## config.mk

```make
export PLATFORM = sky130hd
export DESIGN_NAME = framer_global_register_decode
export DESIGN_NICKNAME = d
export VERILOG_FILES = /design/src/verilog/framer_global_pkg.sv /design/src/verilog/capture_if.sv /design/src/verilog/framer_global_register_decode.sv /design/src/verilog/capture_buffer.sv
export SDC_FILE = /design/constraint.sdc
export NUM_CORES = 1
export LEC_CHECK = 0
export BUFFER_PORTS_ARGS = -buffer_cell sky130_fd_sc_hd__buf_2
export CAP_MARGIN = 5
export CORE_MARGIN = 2
export CORE_UTILIZATION = 32
export DETAILED_ROUTE_END_ITERATION = 8
export SLEW_MARGIN = 25
export SYNTH_ARGS = -nofsm -noshare
export SYNTH_HDL_FRONTEND = slang
export SYNTH_HIERARCHICAL = 1
export SYNTH_SLANG_ARGS = --single-unit
```

## constraint.sdc

```tcl
create_clock -name aclk -period 3.49 [get_ports aclk]
set_input_delay 0.349 -clock aclk [delete_from_list [all_inputs] [get_ports aclk]]
set_output_delay 0.349 -clock aclk [all_outputs]
set_load 0.05 [all_outputs]
```

## src/verilog/framer_global_pkg.sv

```systemverilog
// constants, register map and field layout of the framer global register decode
//
// Summary of operation
// - framer 4 elastic vector bit mirrors its elastic interrupt, held low when masked
// - framer 4 receive line vector bit mirrors its line interrupt, held low when masked
// - framer 4 sync vector bit mirrors its sync interrupt, held low when masked
// - identification_revision is read only: part number high thirteen bits, revision low three
// - analyser status bit zero sets once the capture buffer fills; other bits zero
// - capture buffer spans consecutive addresses, byte in low eight bits, first lowest
// - analyser captures from the stream of any of the eight framers
// - upper nibble 0 to 7 selects a framer, lower byte the register inside it
// - upper nibble 8 writes the addressed register in all eight framers at once
// - upper nibble 9 reaches one shared set of global registers and the buffer
// - control, mask and loopback registers read/write; vector status and id read only
// - analyser interrupt has its own mask register apart from its status register
package framer_global_pkg;

  localparam int          FRAMERS       = 8;
  localparam int          BUF_DEPTH     = 32;
  localparam int          AXI_ADDR_W    = 14;

  // register indices; the byte address is four times the index
  localparam logic [11:0] IDX_CTRL0     = 12'h900;
  localparam logic [11:0] IDX_CTRL1     = 12'h901;
  localparam logic [11:0] IDX_MASK_LOW  = 12'h902;
  localparam logic [11:0] IDX_MASK_HIGH = 12'h903;
  localparam logic [11:0] IDX_LOOPBACK  = 12'h904;
  localparam logic [11:0] IDX_ANA_MASK  = 12'h905;
  localparam logic [11:0] IDX_VEC_LOW   = 12'h910;
  localparam logic [11:0] IDX_VEC_HIGH  = 12'h911;
  localparam logic [11:0] IDX_ID        = 12'h912;
  localparam logic [11:0] IDX_ANA_STAT  = 12'h913;
  localparam logic [11:0] IDX_BUF_FIRST = 12'h920;
  localparam logic [11:0] IDX_BUF_LAST  = 12'h93f;

  localparam logic [3:0]  REGION_BCAST  = 4'h8;
  localparam logic [3:0]  REGION_GLOBAL = 4'h9;

  // vector status bit order inside each framer nibble
  localparam int          VEC_SYNC      = 0;
  localparam int          VEC_LINE      = 1;
  localparam int          VEC_ELASTIC   = 2;
  localparam int          VEC_HDLC      = 3;

  // capture control fields of global_control_one and the full bit of analyser status
  localparam int          CTRL1_SRC_LSB = 0;
  localparam int          CTRL1_CAP_EN  = 3;
  localparam int          ANA_FULL_BIT  = 0;

  localparam logic [15:0] REG_RESET     = 16'h0000;
  localparam logic [1:0]  RESP_OKAY     = 2'h0;

endpackage

```

## src/verilog/capture_if.sv

```systemverilog
// carrier between the register decode and the analyser capture buffer
`timescale 1ns/10ps
interface capture_if #(
  parameter int DEPTH = 32
);
  logic [7:0]               wr_byte;
  logic                     wr_valid;
  logic                     restart;
  logic                     full;
  logic [$clog2(DEPTH)-1:0] rd_index;
  logic [7:0]               rd_byte;

  modport owner (output wr_byte, wr_valid, restart, rd_index, input full, rd_byte);
  modport store (input wr_byte, wr_valid, restart, rd_index, output full, rd_byte);
endinterface

```

## src/verilog/framer_global_register_decode.sv

```systemverilog
// address decode, framer strobes and global register page behind an axi4-lite slave
`timescale 1ns/10ps
module framer_global_register_decode #(
  parameter logic [12:0] PART_NUMBER = 13'h0a5c, // arbitrary value
  parameter logic [2:0]  REVISION    = 3'h5      // arbitrary value
) (
  input  wire logic                                  aclk,
  input  wire logic                                  aresetn,
  input  wire logic [framer_global_pkg::AXI_ADDR_W-1:0] awaddr,
  input  wire logic                                  awvalid,
  output logic                                       awready,
  input  wire logic [31:0]                           wdata,
  input  wire logic [3:0]                            wstrb,
  input  wire logic                                  wvalid,
  output logic                                       wready,
  output logic [1:0]                                 bresp,
  output logic                                       bvalid,
  input  wire logic                                  bready,
  input  wire logic [framer_global_pkg::AXI_ADDR_W-1:0] araddr,
  input  wire logic                                  arvalid,
  output logic                                       arready,
  output logic [31:0]                                rdata,
  output logic [1:0]                                 rresp,
  output logic                                       rvalid,
  input  wire logic                                  rready,
  output logic [7:0]                                 fr_wr_en,
  output logic [7:0]                                 fr_wr_addr,
  output logic [15:0]                                fr_wdata,
  output logic [1:0]                                 fr_wstrb,
  output logic [7:0]                                 fr_rd_en,
  output logic [7:0]                                 fr_rd_addr,
  input  wire logic [127:0]                          fr_rdata,
  input  wire logic [7:0]                            framer_sync_int,
  input  wire logic [7:0]                            framer_line_int,
  input  wire logic [7:0]                            framer_elastic_int,
  input  wire logic [7:0]                            framer_hdlc_int,
  input  wire logic [63:0]                           stream_byte,
  input  wire logic [7:0]                            stream_valid,
  output logic [15:0]                                global_control_zero,
  output logic [15:0]                                global_control_one,
  output logic [15:0]                                framer_loopback_global,
  output logic                                       irq
);

  typedef enum logic [2:0] {
    R_IDLE  = 3'b001,
    R_FETCH = 3'b010,
    R_RESP  = 3'b100
  } rd_state_e;

  rd_state_e   rd_state;
  rd_state_e   next_rd_state;
  logic        aw_held;
  logic        w_held;
  logic        next_aw_held;
  logic        next_w_held;
  logic        next_bvalid;
  logic [11:0] aw_idx;
  logic [31:0] w_data;
  logic [3:0]  w_strb;
  logic [11:0] rd_idx;
  logic [15:0] rd_word;
  logic [15:0] vector_mask_low_framers;
  logic [15:0] vector_mask_high_framers;
  logic [15:0] analyser_interrupt_mask;
  logic [31:0] vec_status;
  logic [31:0] vec_mask;
  logic        analyser_full_flag;
  logic        full_q;
  logic        ana_clear;
  logic        do_write;
  logic        aw_ok;
  logic        w_ok;
  logic        ar_ok;
  logic [3:0]  wr_region;
  logic [3:0]  rd_region;
  logic [2:0]  src_sel;

  capture_if #(.DEPTH(framer_global_pkg::BUF_DEPTH)) cap ();

  capture_buffer #(
    .DEPTH (framer_global_pkg::BUF_DEPTH)
  ) u_buffer (
    .aclk    (aclk),
    .aresetn (aresetn),
    .cap     (cap.store)
  );

  function automatic logic [15:0] merge(input logic [15:0] old, input logic [31:0] d,
                                        input logic [3:0] s);
    merge = {s[1] ? d[15:8] : old[15:8], s[0] ? d[7:0] : old[7:0]};
  endfunction

  // -------------------------------------------------------------------------
  // write channel: address and data taken in either order
  // -------------------------------------------------------------------------
  assign aw_ok        = awvalid && awready;
  assign w_ok         = wvalid && wready;
  assign do_write     = aw_held && w_held && !bvalid;
  assign next_aw_held = (aw_held || aw_ok) && !do_write;
  assign next_w_held  = (w_held || w_ok) && !do_write;
  assign next_bvalid  = do_write || (bvalid && !bready);
  assign wr_region    = aw_idx[11:8];

  always_ff @(posedge aclk)
  begin
    if (!aresetn)
    begin
      aw_held <= 1'b0;
      w_held  <= 1'b0;
      bvalid  <= 1'b0;
      awready <= 1'b0;
      wready  <= 1'b0;
      bresp   <= framer_global_pkg::RESP_OKAY;
    end
    else
    begin
      aw_held <= next_aw_held;
      w_held  <= next_w_held;
      bvalid  <= next_bvalid;
      awready <= !next_aw_held && !next_bvalid;
      wready  <= !next_w_held && !next_bvalid;
      bresp   <= framer_global_pkg::RESP_OKAY;
    end
  end

  always_ff @(posedge aclk)
  begin
    if (!aresetn)
    begin
      aw_idx <= '0;
      w_data <= '0;
      w_strb <= '0;
    end
    else
    begin
      if (aw_ok)
        aw_idx <= awaddr[13:2];
      if (w_ok)
      begin
        w_data <= wdata;
        w_strb <= wstrb;
      end
    end
  end

  // -------------------------------------------------------------------------
  // framer write strobes
  // -------------------------------------------------------------------------
  always_ff @(posedge aclk)
  begin
    if (!aresetn)
    begin
      fr_wr_en   <= '0;
      fr_wr_addr <= '0;
      fr_wdata   <= '0;
      fr_wstrb   <= '0;
    end
    else
    begin
      fr_wr_en <= '0;
      if (do_write)
      begin
        if (!wr_region[3])
          fr_wr_en <= 8'h01 << wr_region[2:0];
        else if (wr_region == framer_global_pkg::REGION_BCAST)
          fr_wr_en <= 8'hff;
        fr_wr_addr <= aw_idx[7:0];
        fr_wdata   <= w_data[15:0];
        fr_wstrb   <= w_strb[1:0];
      end
    end
  end

  // -------------------------------------------------------------------------
  // global register page
  // -------------------------------------------------------------------------
  always_ff @(posedge aclk)
  begin
    if (!aresetn)
    begin
      global_control_zero      <= framer_global_pkg::REG_RESET;
      global_control_one       <= framer_global_pkg::REG_RESET;
      vector_mask_low_framers  <= framer_global_pkg::REG_RESET;
      vector_mask_high_framers <= framer_global_pkg::REG_RESET;
      framer_loopback_global   <= framer_global_pkg::REG_RESET;
      analyser_interrupt_mask  <= framer_global_pkg::REG_RESET;
    end
    else if (do_write && wr_region == framer_global_pkg::REGION_GLOBAL)
    begin
      // status, id and buffer indices are not writable here
      case (aw_idx)
        framer_global_pkg::IDX_CTRL0:
          global_control_zero <= merge(global_control_zero, w_data, w_strb);
        framer_global_pkg::IDX_CTRL1:
          global_control_one <= merge(global_control_one, w_data, w_strb);
        framer_global_pkg::IDX_MASK_LOW:
          vector_mask_low_framers <= merge(vector_mask_low_framers, w_data, w_strb);
        framer_global_pkg::IDX_MASK_HIGH:
          vector_mask_high_framers <= merge(vector_mask_high_framers, w_data, w_strb);
        framer_global_pkg::IDX_LOOPBACK:
          framer_loopback_global <= merge(framer_loopback_global, w_data, w_strb);
        framer_global_pkg::IDX_ANA_MASK:
          analyser_interrupt_mask <= merge(analyser_interrupt_mask, w_data, w_strb);
        default:
          global_control_zero <= global_control_zero;
      endcase
    end
  end

  // -------------------------------------------------------------------------
  // vector status gathered per framer
  // -------------------------------------------------------------------------
  assign vec_mask = {vector_mask_high_framers, vector_mask_low_framers};

  for (genvar g = 0; g < framer_global_pkg::FRAMERS; g++)
  begin : g_vec
    assign vec_status[4*g+framer_global_pkg::VEC_SYNC] =
      framer_sync_int[g] && !vec_mask[4*g+framer_global_pkg::VEC_SYNC];
    assign vec_status[4*g+framer_global_pkg::VEC_LINE] =
      framer_line_int[g] && !vec_mask[4*g+framer_global_pkg::VEC_LINE];
    assign vec_status[4*g+framer_global_pkg::VEC_ELASTIC] =
      framer_elastic_int[g] && !vec_mask[4*g+framer_global_pkg::VEC_ELASTIC];
    assign vec_status[4*g+framer_global_pkg::VEC_HDLC] =
      framer_hdlc_int[g] && !vec_mask[4*g+framer_global_pkg::VEC_HDLC];
  end

  // -------------------------------------------------------------------------
  // analyser capture and full flag
  // -------------------------------------------------------------------------
  assign src_sel   = global_control_one[framer_global_pkg::CTRL1_SRC_LSB +: 3];
  assign ana_clear = do_write && aw_idx == framer_global_pkg::IDX_ANA_STAT
                     && w_strb[0] && w_data[framer_global_pkg::ANA_FULL_BIT];

  always_ff @(posedge aclk)
  begin
    if (!aresetn)
    begin
      cap.wr_byte  <= '0;
      cap.wr_valid <= 1'b0;
      cap.restart  <= 1'b1;
    end
    else
    begin
      cap.wr_byte  <= stream_byte[{src_sel, 3'h0} +: 8];
      cap.wr_valid <= stream_valid[src_sel]
                      && global_control_one[framer_global_pkg::CTRL1_CAP_EN];
      // clearing the full flag rearms the buffer for a new capture
      cap.restart  <= ana_clear;
    end
  end

  always_ff @(posedge aclk)
  begin
    if (!aresetn)
    begin
      full_q             <= 1'b0;
      analyser_full_flag <= 1'b0;
    end
    else
    begin
      full_q <= cap.full;
      // a fill edge in the clearing cycle wins over the clear
      if (cap.full && !full_q)
        analyser_full_flag <= 1'b1;
      else if (ana_clear)
        analyser_full_flag <= 1'b0;
    end
  end

  always_ff @(posedge aclk)
  begin
    if (!aresetn)
      irq <= 1'b0;
    else
      irq <= (|vec_status) || (analyser_full_flag && !analyser_interrupt_mask[0]);
  end

  // -------------------------------------------------------------------------
  // read channel
  // -------------------------------------------------------------------------
  assign ar_ok     = arvalid && arready;
  assign rd_region = rd_idx[11:8];
  assign cap.rd_index = rd_idx[$clog2(framer_global_pkg::BUF_DEPTH)-1:0];

  always_comb
  begin
    next_rd_state = rd_state;
    unique case (rd_state)
      R_IDLE:  if (ar_ok) next_rd_state = R_FETCH;
      R_FETCH: next_rd_state = R_RESP;
      R_RESP:  if (rready) next_rd_state = R_IDLE;
    endcase
  end

  always_comb
  begin
    rd_word = '0;
    if (!rd_region[3])
      rd_word = fr_rdata[{rd_region[2:0], 4'h0} +: 16];
    else if (rd_region == framer_global_pkg::REGION_GLOBAL)
    begin
      case (rd_idx)
        framer_global_pkg::IDX_CTRL0:     rd_word = global_control_zero;
        framer_global_pkg::IDX_CTRL1:     rd_word = global_control_one;
        framer_global_pkg::IDX_MASK_LOW:  rd_word = vector_mask_low_framers;
        framer_global_pkg::IDX_MASK_HIGH: rd_word = vector_mask_high_framers;
        framer_global_pkg::IDX_LOOPBACK:  rd_word = framer_loopback_global;
        framer_global_pkg::IDX_ANA_MASK:  rd_word = analyser_interrupt_mask;
        framer_global_pkg::IDX_VEC_LOW:   rd_word = vec_status[15:0];
        framer_global_pkg::IDX_VEC_HIGH:  rd_word = vec_status[31:16];
        framer_global_pkg::IDX_ID:        rd_word = {PART_NUMBER, REVISION};
        framer_global_pkg::IDX_ANA_STAT:  rd_word = {15'h0000, analyser_full_flag};
        default:
          if (rd_idx >= framer_global_pkg::IDX_BUF_FIRST
              && rd_idx <= framer_global_pkg::IDX_BUF_LAST)
            rd_word = {8'h00, cap.rd_byte};
      endcase
    end
  end

  always_ff @(posedge aclk)
  begin
    if (!aresetn)
    begin
      rd_state   <= R_IDLE;
      arready    <= 1'b0;
      rvalid     <= 1'b0;
      rdata      <= '0;
      rresp      <= framer_global_pkg::RESP_OKAY;
      rd_idx     <= '0;
      fr_rd_en   <= '0;
      fr_rd_addr <= '0;
    end
    else
    begin
      rd_state <= next_rd_state;
      arready  <= next_rd_state == R_IDLE;
      rresp    <= framer_global_pkg::RESP_OKAY;
      fr_rd_en <= '0;
      if (ar_ok)
      begin
        rd_idx     <= araddr[13:2];
        fr_rd_addr <= araddr[9:2];
        if (!araddr[13])
          fr_rd_en <= 8'h01 << araddr[12:10];
      end
      if (rd_state == R_FETCH)
      begin
        rdata  <= {16'h0000, rd_word};
        rvalid <= 1'b1;
      end
      else if (rd_state == R_RESP && rready)
        rvalid <= 1'b0;
    end
  end
endmodule

```

## src/verilog/capture_buffer.sv

```systemverilog
// analyser capture buffer: fills from index zero upward until full
`timescale 1ns/10ps
module capture_buffer #(
  parameter int DEPTH = 32
) (
  input wire logic   aclk,
  input wire logic   aresetn,
  capture_if.store   cap
);
  localparam int IW = $clog2(DEPTH);

  logic [7:0]  mem [DEPTH];
  logic [IW:0] fill;

  // -------------------------------------------------------------------------
  // fill pointer
  // -------------------------------------------------------------------------
  always_ff @(posedge aclk)
  begin
    if (!aresetn || cap.restart)
      fill <= '0;
    else if (cap.wr_valid && !fill[IW])
      fill <= fill + 1'b1;
  end

  always_ff @(posedge aclk)
  begin
    if (cap.wr_valid && !fill[IW])
      mem[fill[IW-1:0]] <= cap.wr_byte;
  end

  assign cap.full    = fill[IW];
  assign cap.rd_byte = mem[cap.rd_index];
endmodule

```

After elaboration in Yosys (flattened, before gate mapping)

Memories as Yosys holds them, arrays and structs flattened. A register that Yosys moved wholly into a read port is not among the register bits.
Cells that the tools add are included.

Add/sub/neg operators: 1
$lt $le $gt $ge: 3
Eq/ne operators: 24
Shift operators: 4
Mux-type cells: 19
Bitwise logic cells: 2
Reductions and logical operators: 116

Operators with widths:

| kind                                                                          | number |
|---|---|
| 12-bit equality test (second input constant)                                  | 17 |
| 16-bit case mux with 10 select lines                                          | 1 |
| 128-bit by 8-bit variable part select with 16-bit output                      | 1 |
| 64-bit by 7-bit variable part select with 8-bit output                        | 1 |
| 1-bit logical AND                                                             | 52 |
| 1-bit zero test                                                               | 42 |
| 3-bit AND reduction                                                           | 12 |
| 16-bit two-way mux                                                            | 2 |
| 32-bit OR reduction                                                           | 1 |
| 8-bit two-way mux                                                             | 3 |
| 1-bit by 3-bit left shift with 8-bit output (first input constant)            | 2 |
| 4-bit equality test (second input constant)                                   | 3 |
| 12-bit >= comparator (second input constant)                                  | 1 |
| 12-bit <= comparator (second input constant)                                  | 1 |
| 5-bit two-way mux                                                             | 2 |
| 3-bit case mux with 3 select lines                                            | 1 |
| 1-bit two-way mux                                                             | 7 |
| 6-bit by 1-bit adder with 6-bit output (second input constant)                | 1 |
| 3-bit by 1-bit equality test with 1-bit output (second input constant)        | 2 |
| 3-bit two-way mux                                                             | 2 |
| 1-bit logical OR                                                              | 5 |
| 3-bit by 4-bit less-than comparator with 1-bit output (second input constant) | 1 |
| 2-bit nonzero test                                                            | 2 |
| 1-bit binary-select mux with 3-bit select                                     | 1 |
| other kinds (5)                                                               | 6 |

Register bits: 233
RAM bits: 256
Logic and storage cells: 208
Memories kept: 1

Memories:

| memory       | depth | bits a word | rd ports | clocked after Yosys merged registers in | wr ports | line                 | source |
|---|---|---|---|---|---|---|---|
| u_buffer.mem | 32    | 8           | 1        | 1                                       | 1        | capture_buffer.sv:12 | `logic [7:0] mem [DEPTH];` |

Longest topological paths before layout

Gate-level depths: netlist of run 1.

Depth in word-level cells: 7
Gate-level depth with buffers: 9

Hierarchy

The synthesis of run 1 kept the hierarchy.

Modules (own cells, without submodules):

| module                        | instances | cells each | area an instance (um^2) |
|---|---|---|---|
| framer_global_register_decode | 1         | 1,220      | 11,546.1 |
| capture_buffer                | 1         | 445        | 10,194.8 |

Worst setup path before layout of run 1

OpenSTA, ideal clock, no wires.

Kind: reg2reg
Start: reg, netlist name fr_rd_addr[2]
End: reg rdata[1]
Library setup time: 119 ps
Arrival time: 2,651 ps
Required time: 3,371 ps
Slack: 720 ps
Stages on the path, launching flop included: 10
Buffers on the path: 2
Cell sequence: dfxtp_1 clkbuf_1 clkbuf_1 mux4_2 mux4_2 mux2_2 a22oi_1 o22ai_1 a211oi_1 nor2_1

RTL lines:

| what                   | line                                 | source |
|---|---|---|
| end signal: assignment | framer_global_register_decode.sv:350 | `rdata <= {16'h0000, rd_word};` |
| end: declaration       | framer_global_register_decode.sv:22  | `output logic [31:0] rdata,` |

==> results of run 1 <==
-- stage by stage --
| step | utilization | worst slack (ns) | hold WS (ns) | cells |
|---|---|---|---|---|
| finish | 0.395 | 0.450 | 0.0275 | 2971 |
| global route | 0.395 | 0.230 | 0.0114 | 2970 |
| CTS | 0.395 | 0.363 | 0.00418 | 2969 |
| detailed placement | 0.366 | 0.361 | 0.456 | 2851 |
| global placement | 0.366 | 0.379 | 0.452 | 2850 |
| floorplan | - | 0.720 | 0.426 | 1684 |
-- registers in the layout (all words and copies together), names as in the netlist, 5 cells and up --
name                      count
fr_rd_addr                    7
w_data                       16
rd_idx                        5
u_buffer/fill                 6
u_buffer/mem                256
rdata                        16
vector_mask_high_framers     16
global_control_one           16
fr_rd_en                      8
analyser_interrupt_mask      16
framer_loopback_global       16
aw_idx                       12
vector_mask_low_framers      16
fr_wdata                     16
global_control_zero          16
fr_wr_addr                    8
cap.wr_byte                   8
fr_wr_en                      8
-- placed cells by master, fill, tap and decap left out, types with 43 or more instances in the layout --
| master | synthesis | final |
|---|---|---|
| mux4_2 | 138 | 138 |
| nor2b_1 | 120 | 120 |
| edfxtp_1 | 256 | 256 |
| dfxtp_1 | 225 | 214 |
| buf_4 | 35 | 43 |
| clkbuf_16 | 0 | 52 |
| mux2i_1 | 124 | 124 |
| buf_2 | 21 | 399 |
| nand2_1 | 216 | 216 |
| nor2_1 | 76 | 73 |
| a21boi_0 | 72 | 72 |
-- routing by layer --
| layer | wire (µm) | GRT usage | vias to the layer above |
|---|---|---|---|
| met3 | 4790 | 0.0364 | 101 |
| met5 | 0 | 0 | - |
| li1 | - | - | 6924 |
| met2 | 32700 | 0.318 | 626 |
| met4 | 2280 | 0.0669 | 0 |
| met1 | 28700 | 0.246 | 7650 |
-- critical path: cells and delay by family (launching register included) --
kind	cells	cell delay (ns)
flops	1	0.75
buf+inv	1	0.47
compound gates	2	0.31
simple gates	1	0.06
mux	3	1.34
-- path summary, 6_finish.rpt --
check                           cells past startpoint                         end                  startpoint  slack (ns)
worst max-delay path                                7       rdata[6]$_SDFFE_PN0P_  fr_rd_addr[1]$_SDFFE_PN0P_        0.45
worst min-delay path                                3     w_data[14]$_SDFFE_PN0P_                   wdata[14]        0.03
worst max register to register                      7       rdata[6]$_SDFFE_PN0P_  fr_rd_addr[1]$_SDFFE_PN0P_        0.45
worst min register to register                      2  fr_wr_addr[5]$_SDFFE_PN0P_  fr_wr_addr[5]$_SDFFE_PN0P_        0.46
-- cells in the mapped netlist (all sizes together), types with 3 or more instances --
cell / n / share of area
nor2b: 120 / 0.035
buf: 68 / 0.020
ha: 4 / 0.0023
a31oi: 3 / 0.00086
clkbuf: 85 / 0.015
o21ai: 31 / 0.0075
nand4b: 4 / 0.0016
a211oi: 9 / 0.0031
edfxtp: 256 / 0.35
nand3b: 4 / 0.0014
a221o: 3 / 0.0014
a21oi: 21 / 0.0048
nand2: 216 / 0.037
a22oi: 7 / 0.0024
nor4b: 3 / 0.0018
a21boi: 94 / 0.032
xnor2: 5 / 0.0020
a221oi: 5 / 0.0020
a2111o: 3 / 0.0016
dfxtp: 225 / 0.21
mux4: 138 / 0.14
or3b: 4 / 0.0016
nand4: 8 / 0.0040
nor4: 12 / 0.0041
or3: 3 / 0.00086
o311ai: 3 / 0.0012
o22ai: 12 / 0.0035
a2111oi: 3 / 0.0012
mux2i: 124 / 0.057
nand3: 14 / 0.0035
or4b: 3 / 0.0016
and3b: 3 / 0.0012
and3: 6 / 0.0017
nor2: 77 / 0.013
nor3: 14 / 0.0037
and2: 7 / 0.0020
nand2b: 12 / 0.0035
nor3b: 3 / 0.0010
mux2: 11 / 0.0057
inv: 13 / 0.0022
-- final cells by class --
class / instances / area [µm²] / share of cell area
Inverter: 13 / 48.8 / 0.00184
Clock inverter: 28 / 250 / 0.00943
Multi-Input combinational cell: 1037 / 8850 / 0.333
Antenna cell: 2 / 5.00 / 0.000189
Tap cell: 873 / 1090 / 0.0412
Timing Repair Buffer: 467 / 2610 / 0.0984
Clock buffer: 70 / 1470 / 0.0554
Sequential cell: 481 / 12200 / 0.460
-- power by group --
part	leakage (nW)	internal (W)	switching [W]
sequential	4.16	0.00600	0.000142
clock	0.839	0.00319	0.00231
combinational	4.79	0.000453	0.000526
-- logic make-up after synthesis --
family          Yosys count  synth area share
mux                     273             0.206
fa+ha+maj                 4           0.00230
buf+inv                 166            0.0367
simple gates            519             0.121
xor+xnor                  6           0.00242
flops                   481             0.561
compound gates          215            0.0706
other cells               1          0.000172
-- repair_timing --
action,in CTS,in global routing
hold endpoints to repair,20,0
hold buffers,20,0
endpoints found under the setup margin,0,0
buffers inserted,0,0
==> results.py, run 1 <==
metrics = {
    "status": {
        "status": "finished clean",
    },
    "timing": {
        "timing.final.crit_share": 0.871,
        "post-route-min-period_ns": 3.04,
        "tightest_slew_ns": 1.11,
        "fmax_ghz": 0.329,
        "max_slew_margin": 0.258,
        "report.final.slew_viol_count": 0,
        "clock_skew_ns": 0.0278,
        "setup_viol": 0,
        "rsz0062_at_grt": "no",
        "hold_viol": 0,
        "finalSetupTns_ns": 0,
    },
    "synthesis": {
        "synth_area_per_cell_um2": 13.1,
        "synthCells": 1665,
        "synthDistinctLibCells": 81,
        "async_flop_share": 0,
        "synth_edf_count": 256,
        "yosys_warnings": 6,
        "ys_seq_area_frac": 0.561,
        "syn_area_um2": 21700,
        "yosys_register_bits": 481,
        "synth_ff_type": "edfxtp_1",
    },
    "placement": {
        "io_buffers": 400,
        "hpwl_um": 50000,
        "gp_congestion": 0.870,
        "placed_area_um2": 24600,
    },
    "grt": {
        "antenna_found_initial": 1,
        "grt_usage": 0.190,
        "grt_max_degree": 92,
        "gr-total-overflow": 0,
        "grt_pass1_wl_um": 99700,
        "grt_pass1_vias": 15400,
    },
    "floorplan": {
        "die_h_um": 265,
        "die_area_um2": 70000,
        "io_pins": 443,
        "core_area_um2": 67200,
        "start_util": 0.324,
        "die-width_um": 265,
        "fp-row-count": 95,
    },
    "power_and_ir_drop": {
        "ir_worst_vdd_mv": 0.368,
        "finalPower_w": 0.0126,
        "power_leakage_nw": 9.80,
        "p_per_area_nw_per_um2": 476,
    },
    "clock_tree": {
        "clk_latency_ns": 0.61,
        "clkSinkCount": 481,
        "cts_resized": 0,
        "root_buffer": "clkbuf_16",
        "cts_buffers": 52,
        "cts_tree": "done",
        "clk_pin_slew_ns": 0.06,
        "cts_max_level": 2,
        "clockBufferDepth": 3,
    },
    "critical_path": {
        "startpoint_type": "flip-flop",
        "cpPeakStageDelay_ns": 0.75,
        "path_class": "reg2reg",
        "cpMostUsedCell": "mux4_2",
        "worstPathCellList": "buf_4 -> mux4_2 -> mux4_2 -> mux2_2 -> a21oi_1 -> nor3_1 -> a22o_1",
        "crit_path_end_kind": "flip-flop",
        "worstPathMaxFanout": 34,
        "worstPathArrival_ns": 3.54,
        "slowest_stage": "dfxtp_4",
        "required_ns": 3.99,
    },
    "routing": {
        "ant_nets": 0,
        "wl_per_cell_um": 23.0,
        "num_vias": 15300,
        "wirelength_um": 68400,
        "drtIter0Drc": 1269,
        "drc": 0,
        "viasPerCell": 5.15,
        "drt_first_pass_iters": 5,
    },
    "layout": {
        "nNetsFinal": 2359,
        "design_area_um2": 26500,
        "fillCellCount": 6311,
        "drive_gt1_frac": 0.344,
        "syn_to_final_growth_pct": 22.1,
    },
    "flow_run": {
        "max_cap_violations": 0,
    },
    "min_path": {
        "hp-class": "in2reg",
    },
}
(Power assumes the default switching activity.)
==> run 2, diff against run 1 <==
--- a/config.mk
+++ b/config.mk
@@ -8,8 +8,9 @@
 export BUFFER_PORTS_ARGS = -buffer_cell sky130_fd_sc_hd__buf_2
 export CAP_MARGIN = 5
 export CORE_MARGIN = 2
-export CORE_UTILIZATION = 32
+export CORE_UTILIZATION = 40
 export DETAILED_ROUTE_END_ITERATION = 8
+export RECOVER_POWER = 50
 export SLEW_MARGIN = 25
 export SYNTH_ARGS = -nofsm -noshare
 export SYNTH_HDL_FRONTEND = slang
==> results.py, run 2 (synthesis results as in run 1) <==
metrics = {
    "grt": {
        "grt_usage": 0.233,
        "grt_pass1_vias": 15400,
        "grt_pass1_wl_um": 97800,
        "gr-total-overflow": 0,
        "grt_max_degree": 108,
        "antenna_found_initial": 3,
    },
    "floorplan": {
        "core_area_um2": 53800,
        "fp-row-count": 85,
        "die_area_um2": 56200,
        "die_h_um": 237,
        "die-width_um": 237,
        "start_util": 0.404,
        "io_pins": 443,
    },
    "clock_tree": {
        "cts_max_level": 2,
        "root_buffer": "clkbuf_16",
        "cts_tree": "done",
        "clockBufferDepth": 3,
        "clkSinkCount": 481,
        "cts_resized": 0,
        "clk_latency_ns": 0.61,
        "cts_buffers": 50,
        "clk_pin_slew_ns": 0.06,
    },
    "routing": {
        "drc": 0,
        "viasPerCell": 5.47,
        "drt_first_pass_iters": 5,
        "wirelength_um": 66900,
        "drtIter0Drc": 1070,
        "num_vias": 15300,
        "ant_nets": 0,
        "wl_per_cell_um": 24.0,
    },
    "power_and_ir_drop": {
        "pwr-share-clk": 0.427,
        "p_sw_w": 0.00294,
        "ir_worst_vdd_mv": 0.323,
        "p_seq_frac": 0.496,
        "p_int_w": 0.00947,
        "p_per_area_nw_per_um2": 476,
        "swShare": 0.237,
        "power_leakage_nw": 9.38,
        "p_comb_frac": 0.077,
    },
    "layout": {
        "final_common_cell": "buf_2",
        "fillCellCount": 4830,
        "fin_cells": 2791,
        "nNetsFinal": 2359,
        "largest_reg_flops": 256,
        "layout.cells.most_common_list": "buf_2 (317), edfxtp_1 (256), dfxtp_1 (220)",
        "syn_to_final_growth_pct": 20.1,
        "drive_gt1_frac": 0.290,
    },
    "timing": {
        "fmax_ghz": 0.311,
        "rsz0062_at_grt": "no",
        "report.final.slew_viol_count": 189,
        "post-route-min-period_ns": 3.21,
        "timing.final.crit_share": 0.921,
        "setup_viol": 0,
        "tightest_slew_ns": 1.93,
        "hold_viol": 0,
        "max_slew_margin": -0.287,
        "clock_skew_ns": 0.0261,
        "finalSetupTns_ns": 0,
    },
    "status": {
        "violations": "max-capacitance violations, max-slew violations",
        "status": "complete, but fails checks",
    },
    "min_path": {
        "hp-class": "in2reg",
    },
    "critical_path": {
        "startpoint_type": "flip-flop",
        "worstPathArrival_ns": 3.75,
        "path_class": "reg2reg",
        "worstPathMaxFanout": 28,
        "crit_path_end_kind": "flip-flop",
        "required_ns": 4.03,
    },
    "placement": {
        "place_inst": 2660,
        "hpwl_um": 48200,
        "io_buffers": 400,
        "gp_congestion": 0.887,
    },
    "flow_run": {
        "max_cap_violations": 3,
    },
}
run 2: cell types whose count changed in the layout (fill, tap and decap cells not counted), sizes merged:
cell,previous run,this run
buf,447,347
clkbuf,70,160
dlygate4sd3,20,36
clkinv,18,12
clkinvlp,5,2
bufinv,3,2
diode,2,3
run 2: worst max-delay path, cell delays in order (launching register included):
cell and delay [ns]:
dfxtp_1 1.48, nor4bb_1 0.66, or3b_1 0.56, o21ai_1 0.27, a211oi_1 0.08, nor2_1 0.10
run 2: final timing paths:
check / depth (start not counted) / start / endpoint / slack, ns
worst max-delay path: 5 / fr_rd_addr[4]$_SDFFE_PN0P_ / rdata[13]$_SDFFE_PN0P_ / 0.28
worst min register to register: 2 / fr_wr_addr[1]$_SDFFE_PN0P_ / fr_wr_addr[1]$_SDFFE_PN0P_ / 0.47
worst min-delay path: 3 / awaddr[2] / aw_idx[0]$_SDFFE_PN0P_ / 0.03
worst max register to register: 5 / fr_rd_addr[4]$_SDFFE_PN0P_ / rdata[13]$_SDFFE_PN0P_ / 0.28
run 2: power groups by stage:
stage	clock network [W]	registers [W]	logic, W
after floorplan	0	0.00620	0.000627
after global placement	0	0.00628	0.000919
after detailed placement	0	0.00628	0.000927
after CTS	0.00542	0.00616	0.000963
after global routing	0.00563	0.00617	0.00102
final	0.00530	0.00616	0.000958
run 2: cell type report:
class | instances | area, µm² | area share
Antenna cell | 3 | 7.51 | 0.000288
Clock buffer | 74 | 1440 | 0.0550
Clock inverter | 18 | 196 | 0.00752
Inverter | 13 | 48.8 | 0.00187
Multi-Input combinational cell | 1037 | 8830 | 0.338
Sequential cell | 481 | 12200 | 0.468
Tap cell | 696 | 871 | 0.0334
Timing Repair Buffer | 469 | 2510 | 0.0963
run 2: per-layer routing:
| metal | wire [µm] | global-route usage |
|---|---|---|
| met5 | 0 | 0 |
| met4 | 2770 | 0.0951 |
| met3 | 3790 | 0.0341 |
| met2 | 32900 | 0.402 |
| met1 | 27500 | 0.296 |
run 2: repair_timing:
| action | CTS | global route |
|---|---|---|
| endpoints found under the hold margin | 35 | 0 |
| hold buffers | 36 | 0 |
| buffers inserted | 0 | 0 |
run 2: through the flow:
stage               total power (W)  utilization  hold slack [ns]  setup slack, ns  instance area [µm²]
floorplan                   0.00683            -            0.426            0.720                21800
global placement            0.00720        0.450            0.446            0.276                24200
detailed placement          0.00721        0.450            0.455            0.271                24200
CTS                          0.0125        0.487          0.00428            0.243                26200
global route                 0.0128        0.485           0.0228            0.110                26100
finish                       0.0124        0.485           0.0266            0.277                26100
==> run 3, diff against run 2 <==
==> constraint.sdc (replaced) <==
create_clock -name aclk -period 3.4 [get_ports aclk]
set_input_delay 0.34 -clock aclk [delete_from_list [all_inputs] [get_ports aclk]]
set_output_delay 0.34 -clock aclk [all_outputs]
set_load 0.05 [all_outputs]
==> results.py, run 3 (synthesis results as in run 1) <==
metrics = {
    "critical_path": {
        "crit_path_end_kind": "flip-flop",
        "worstPathMaxFanout": 24,
        "startpoint_type": "flip-flop",
        "cpMostUsedCell": "mux4_2",
        "crit_start": "fr_rd_addr[1]$_SDFFE_PN0P_",
        "path_class": "reg2reg",
        "critical_path_depth": 8,
        "cp_top_family": "multiplexers",
        "r2r_start": "fr_rd_addr[1]$_SDFFE_PN0P_",
        "r2r_setup_slack_ns": 0.35,
        "worstSetupEndpoint": "rdata[1]$_SDFFE_PN0P_",
        "required_ns": 3.86,
        "worstPathArrival_ns": 3.51,
        "worst-r2r-cell-count": 8,
        "worstPathCellList": "buf_12 -> mux4_2 -> mux4_2 -> mux2_2 -> a22oi_1 -> o22ai_1 -> a211oi_1 -> nor2_1",
        "slowest_stage": "dfxtp_4",
        "reg2reg_to": "rdata[1]$_SDFFE_PN0P_",
        "cpPeakStageDelay_ns": 0.67,
        "path_buf_inv": 1,
    },
    "floorplan": {
        "die_h_um": 237,
        "io_pins": 443,
        "die_area_um2": 56200,
        "die-width_um": 237,
        "fp-row-count": 85,
        "core_area_um2": 53800,
        "start_util": 0.404,
    },
    "grt": {
        "grt_usage": 0.231,
        "grt_pass1_vias": 15000,
        "grt_max_degree": 97,
        "gr-total-overflow": 0,
        "antenna_found_initial": 2,
        "grt_pass1_wl_um": 97000,
    },
    "timing": {
        "setup_viol": 0,
        "clock_skew_ns": 0.0263,
        "fmax_ghz": 0.328,
        "tightest_slew_ns": 1.22,
        "timing.final.crit_share": 0.897,
        "report.final.slew_viol_count": 0,
        "post-route-min-period_ns": 3.05,
        "finalSetupTns_ns": 0,
        "rsz0062_at_grt": "no",
        "setup_ws_ns": 0.351,
        "hold_viol": 0,
        "max_slew_margin": 0.188,
    },
    "clock_tree": {
        "cts_buffers": 49,
        "cts_resized": 0,
        "clk_pin_slew_ns": 0.06,
        "cts_max_level": 2,
        "clockBufferDepth": 3,
        "clk_latency_ns": 0.59,
        "cts_hold_buf": 28,
        "cts_post_setup_buffers_inserted": 0,
        "root_buffer": "clkbuf_16",
        "clkSinkCount": 481,
        "cts_tree": "done",
    },
    "power_and_ir_drop": {
        "pwr-share-clk": 0.426,
        "p_int_w": 0.00977,
        "p_per_area_nw_per_um2": 488,
        "p_seq_frac": 0.497,
        "ir_worst_vdd_mv": 0.414,
        "power_leakage_nw": 9.34,
        "p_sw_w": 0.00293,
        "p_comb_frac": 0.077,
        "swShare": 0.231,
    },
    "layout": {
        "layout.cells.most_common_list": "buf_2 (314), edfxtp_1 (256), dfxtp_1 (219)",
        "syn_to_final_growth_pct": 19.8,
        "final_common_cell": "buf_2",
        "nNetsFinal": 2351,
        "largest_reg_flops": 256,
        "fillCellCount": 4851,
        "drive_gt1_frac": 0.289,
    },
    "routing": {
        "drt_first_pass_iters": 5,
        "drc": 0,
        "wl_per_cell_um": 23.7,
        "drtIter0Drc": 1173,
        "num_vias": 15200,
        "wirelength_um": 65800,
        "ant_nets": 0,
        "viasPerCell": 5.45,
    },
    "min_path": {
        "hp-class": "in2reg",
    },
    "placement": {
        "hpwl_um": 48200,
        "pre_cts_ws_ns": 0.338,
        "io_buffers": 400,
        "gp_congestion": 0.880,
    },
    "flow_run": {
        "max_cap_violations": 0,
    },
    "status": {
        "status": "finished clean",
    },
}
## run 3: cell count changes in the layout (fill, tap and decap cells not counted), sizes merged
cell         change
clkbuf           -1
clkinv           -1
diode            -2
dlygate4sd3      -8
inv              +1
bufinv           +1
## run 3: power by group through the flow
stage               sequential [W]  clock [W]  combinational (W)
finish                     0.00632    0.00540           0.000977
global route               0.00633    0.00574            0.00104
CTS                        0.00632    0.00551           0.000987
detailed placement         0.00645          0           0.000957
global placement           0.00644          0           0.000948
floorplan                  0.00636          0           0.000644
## run 3: cell type report
| cell class | count | area (µm²) | area share |
|---|---|---|---|
| well taps | 696 | 871 | 0.0334 |
| repair buffers | 462 | 2480 | 0.0951 |
| inverters | 13 | 48.8 | 0.00187 |
| clock inverters | 19 | 180 | 0.00692 |
| flip-flops and latches | 481 | 12200 | 0.469 |
| clock buffers | 72 | 1430 | 0.0549 |
| diodes | 1 | 2.50 | 0.0000961 |
| multi-input cells | 1037 | 8820 | 0.339 |
## run 3: worst min-delay path by stage
stage / cells past startpoint / end / startpoint / slack [ns]
after floorplan: 1 / fr_rd_en[0]$_SDFF_PP0_ / araddr[11] / 0.42
after global placement: 2 / analyser_full_flag$_SDFFE_PN0P_ / full_q$_SDFF_PN0_ / 0.45
after detailed placement: 2 / fr_wdata[6]$_SDFFE_PN0P_ / fr_wdata[6]$_SDFFE_PN0P_ / 0.45
after CTS: 3 / w_data[15]$_SDFFE_PN0P_ / wdata[15] / 0.002
after global routing: 3 / w_data[11]$_SDFFE_PN0P_ / wdata[11] / 0.02
final: 3 / w_data[15]$_SDFFE_PN0P_ / wdata[15] / 0.03
## run 3: tightest hold or removal path: stages
cell and delay [ns]:
buf_2 0.10, nand2_1 0.06, a21boi_0 0.07
## run 3: per-stage QoR
step	total power, W	hold slack [ns]	std cells	utilization	area, µm²
floorplan	0.00701	0.417	1684	-	21800
global placement	0.00739	0.451	2660	0.451	24300
detailed placement	0.00740	0.453	2661	0.451	24300
CTS	0.0128	0.00154	2780	0.486	26200
global route	0.0131	0.0246	2781	0.484	26000
finish	0.0127	0.0285	2781	0.484	26000
## run 3: layer usage
layer / up-vias / track usage / wire (µm)
met3: 108 / 0.0454 / 4280
met1: 7543 / 0.290 / 26500
met2: 593 / 0.398 / 32500
met4: 2 / 0.0848 / 2540
met5: - / 0 / 17
li1: 6911 / - / -
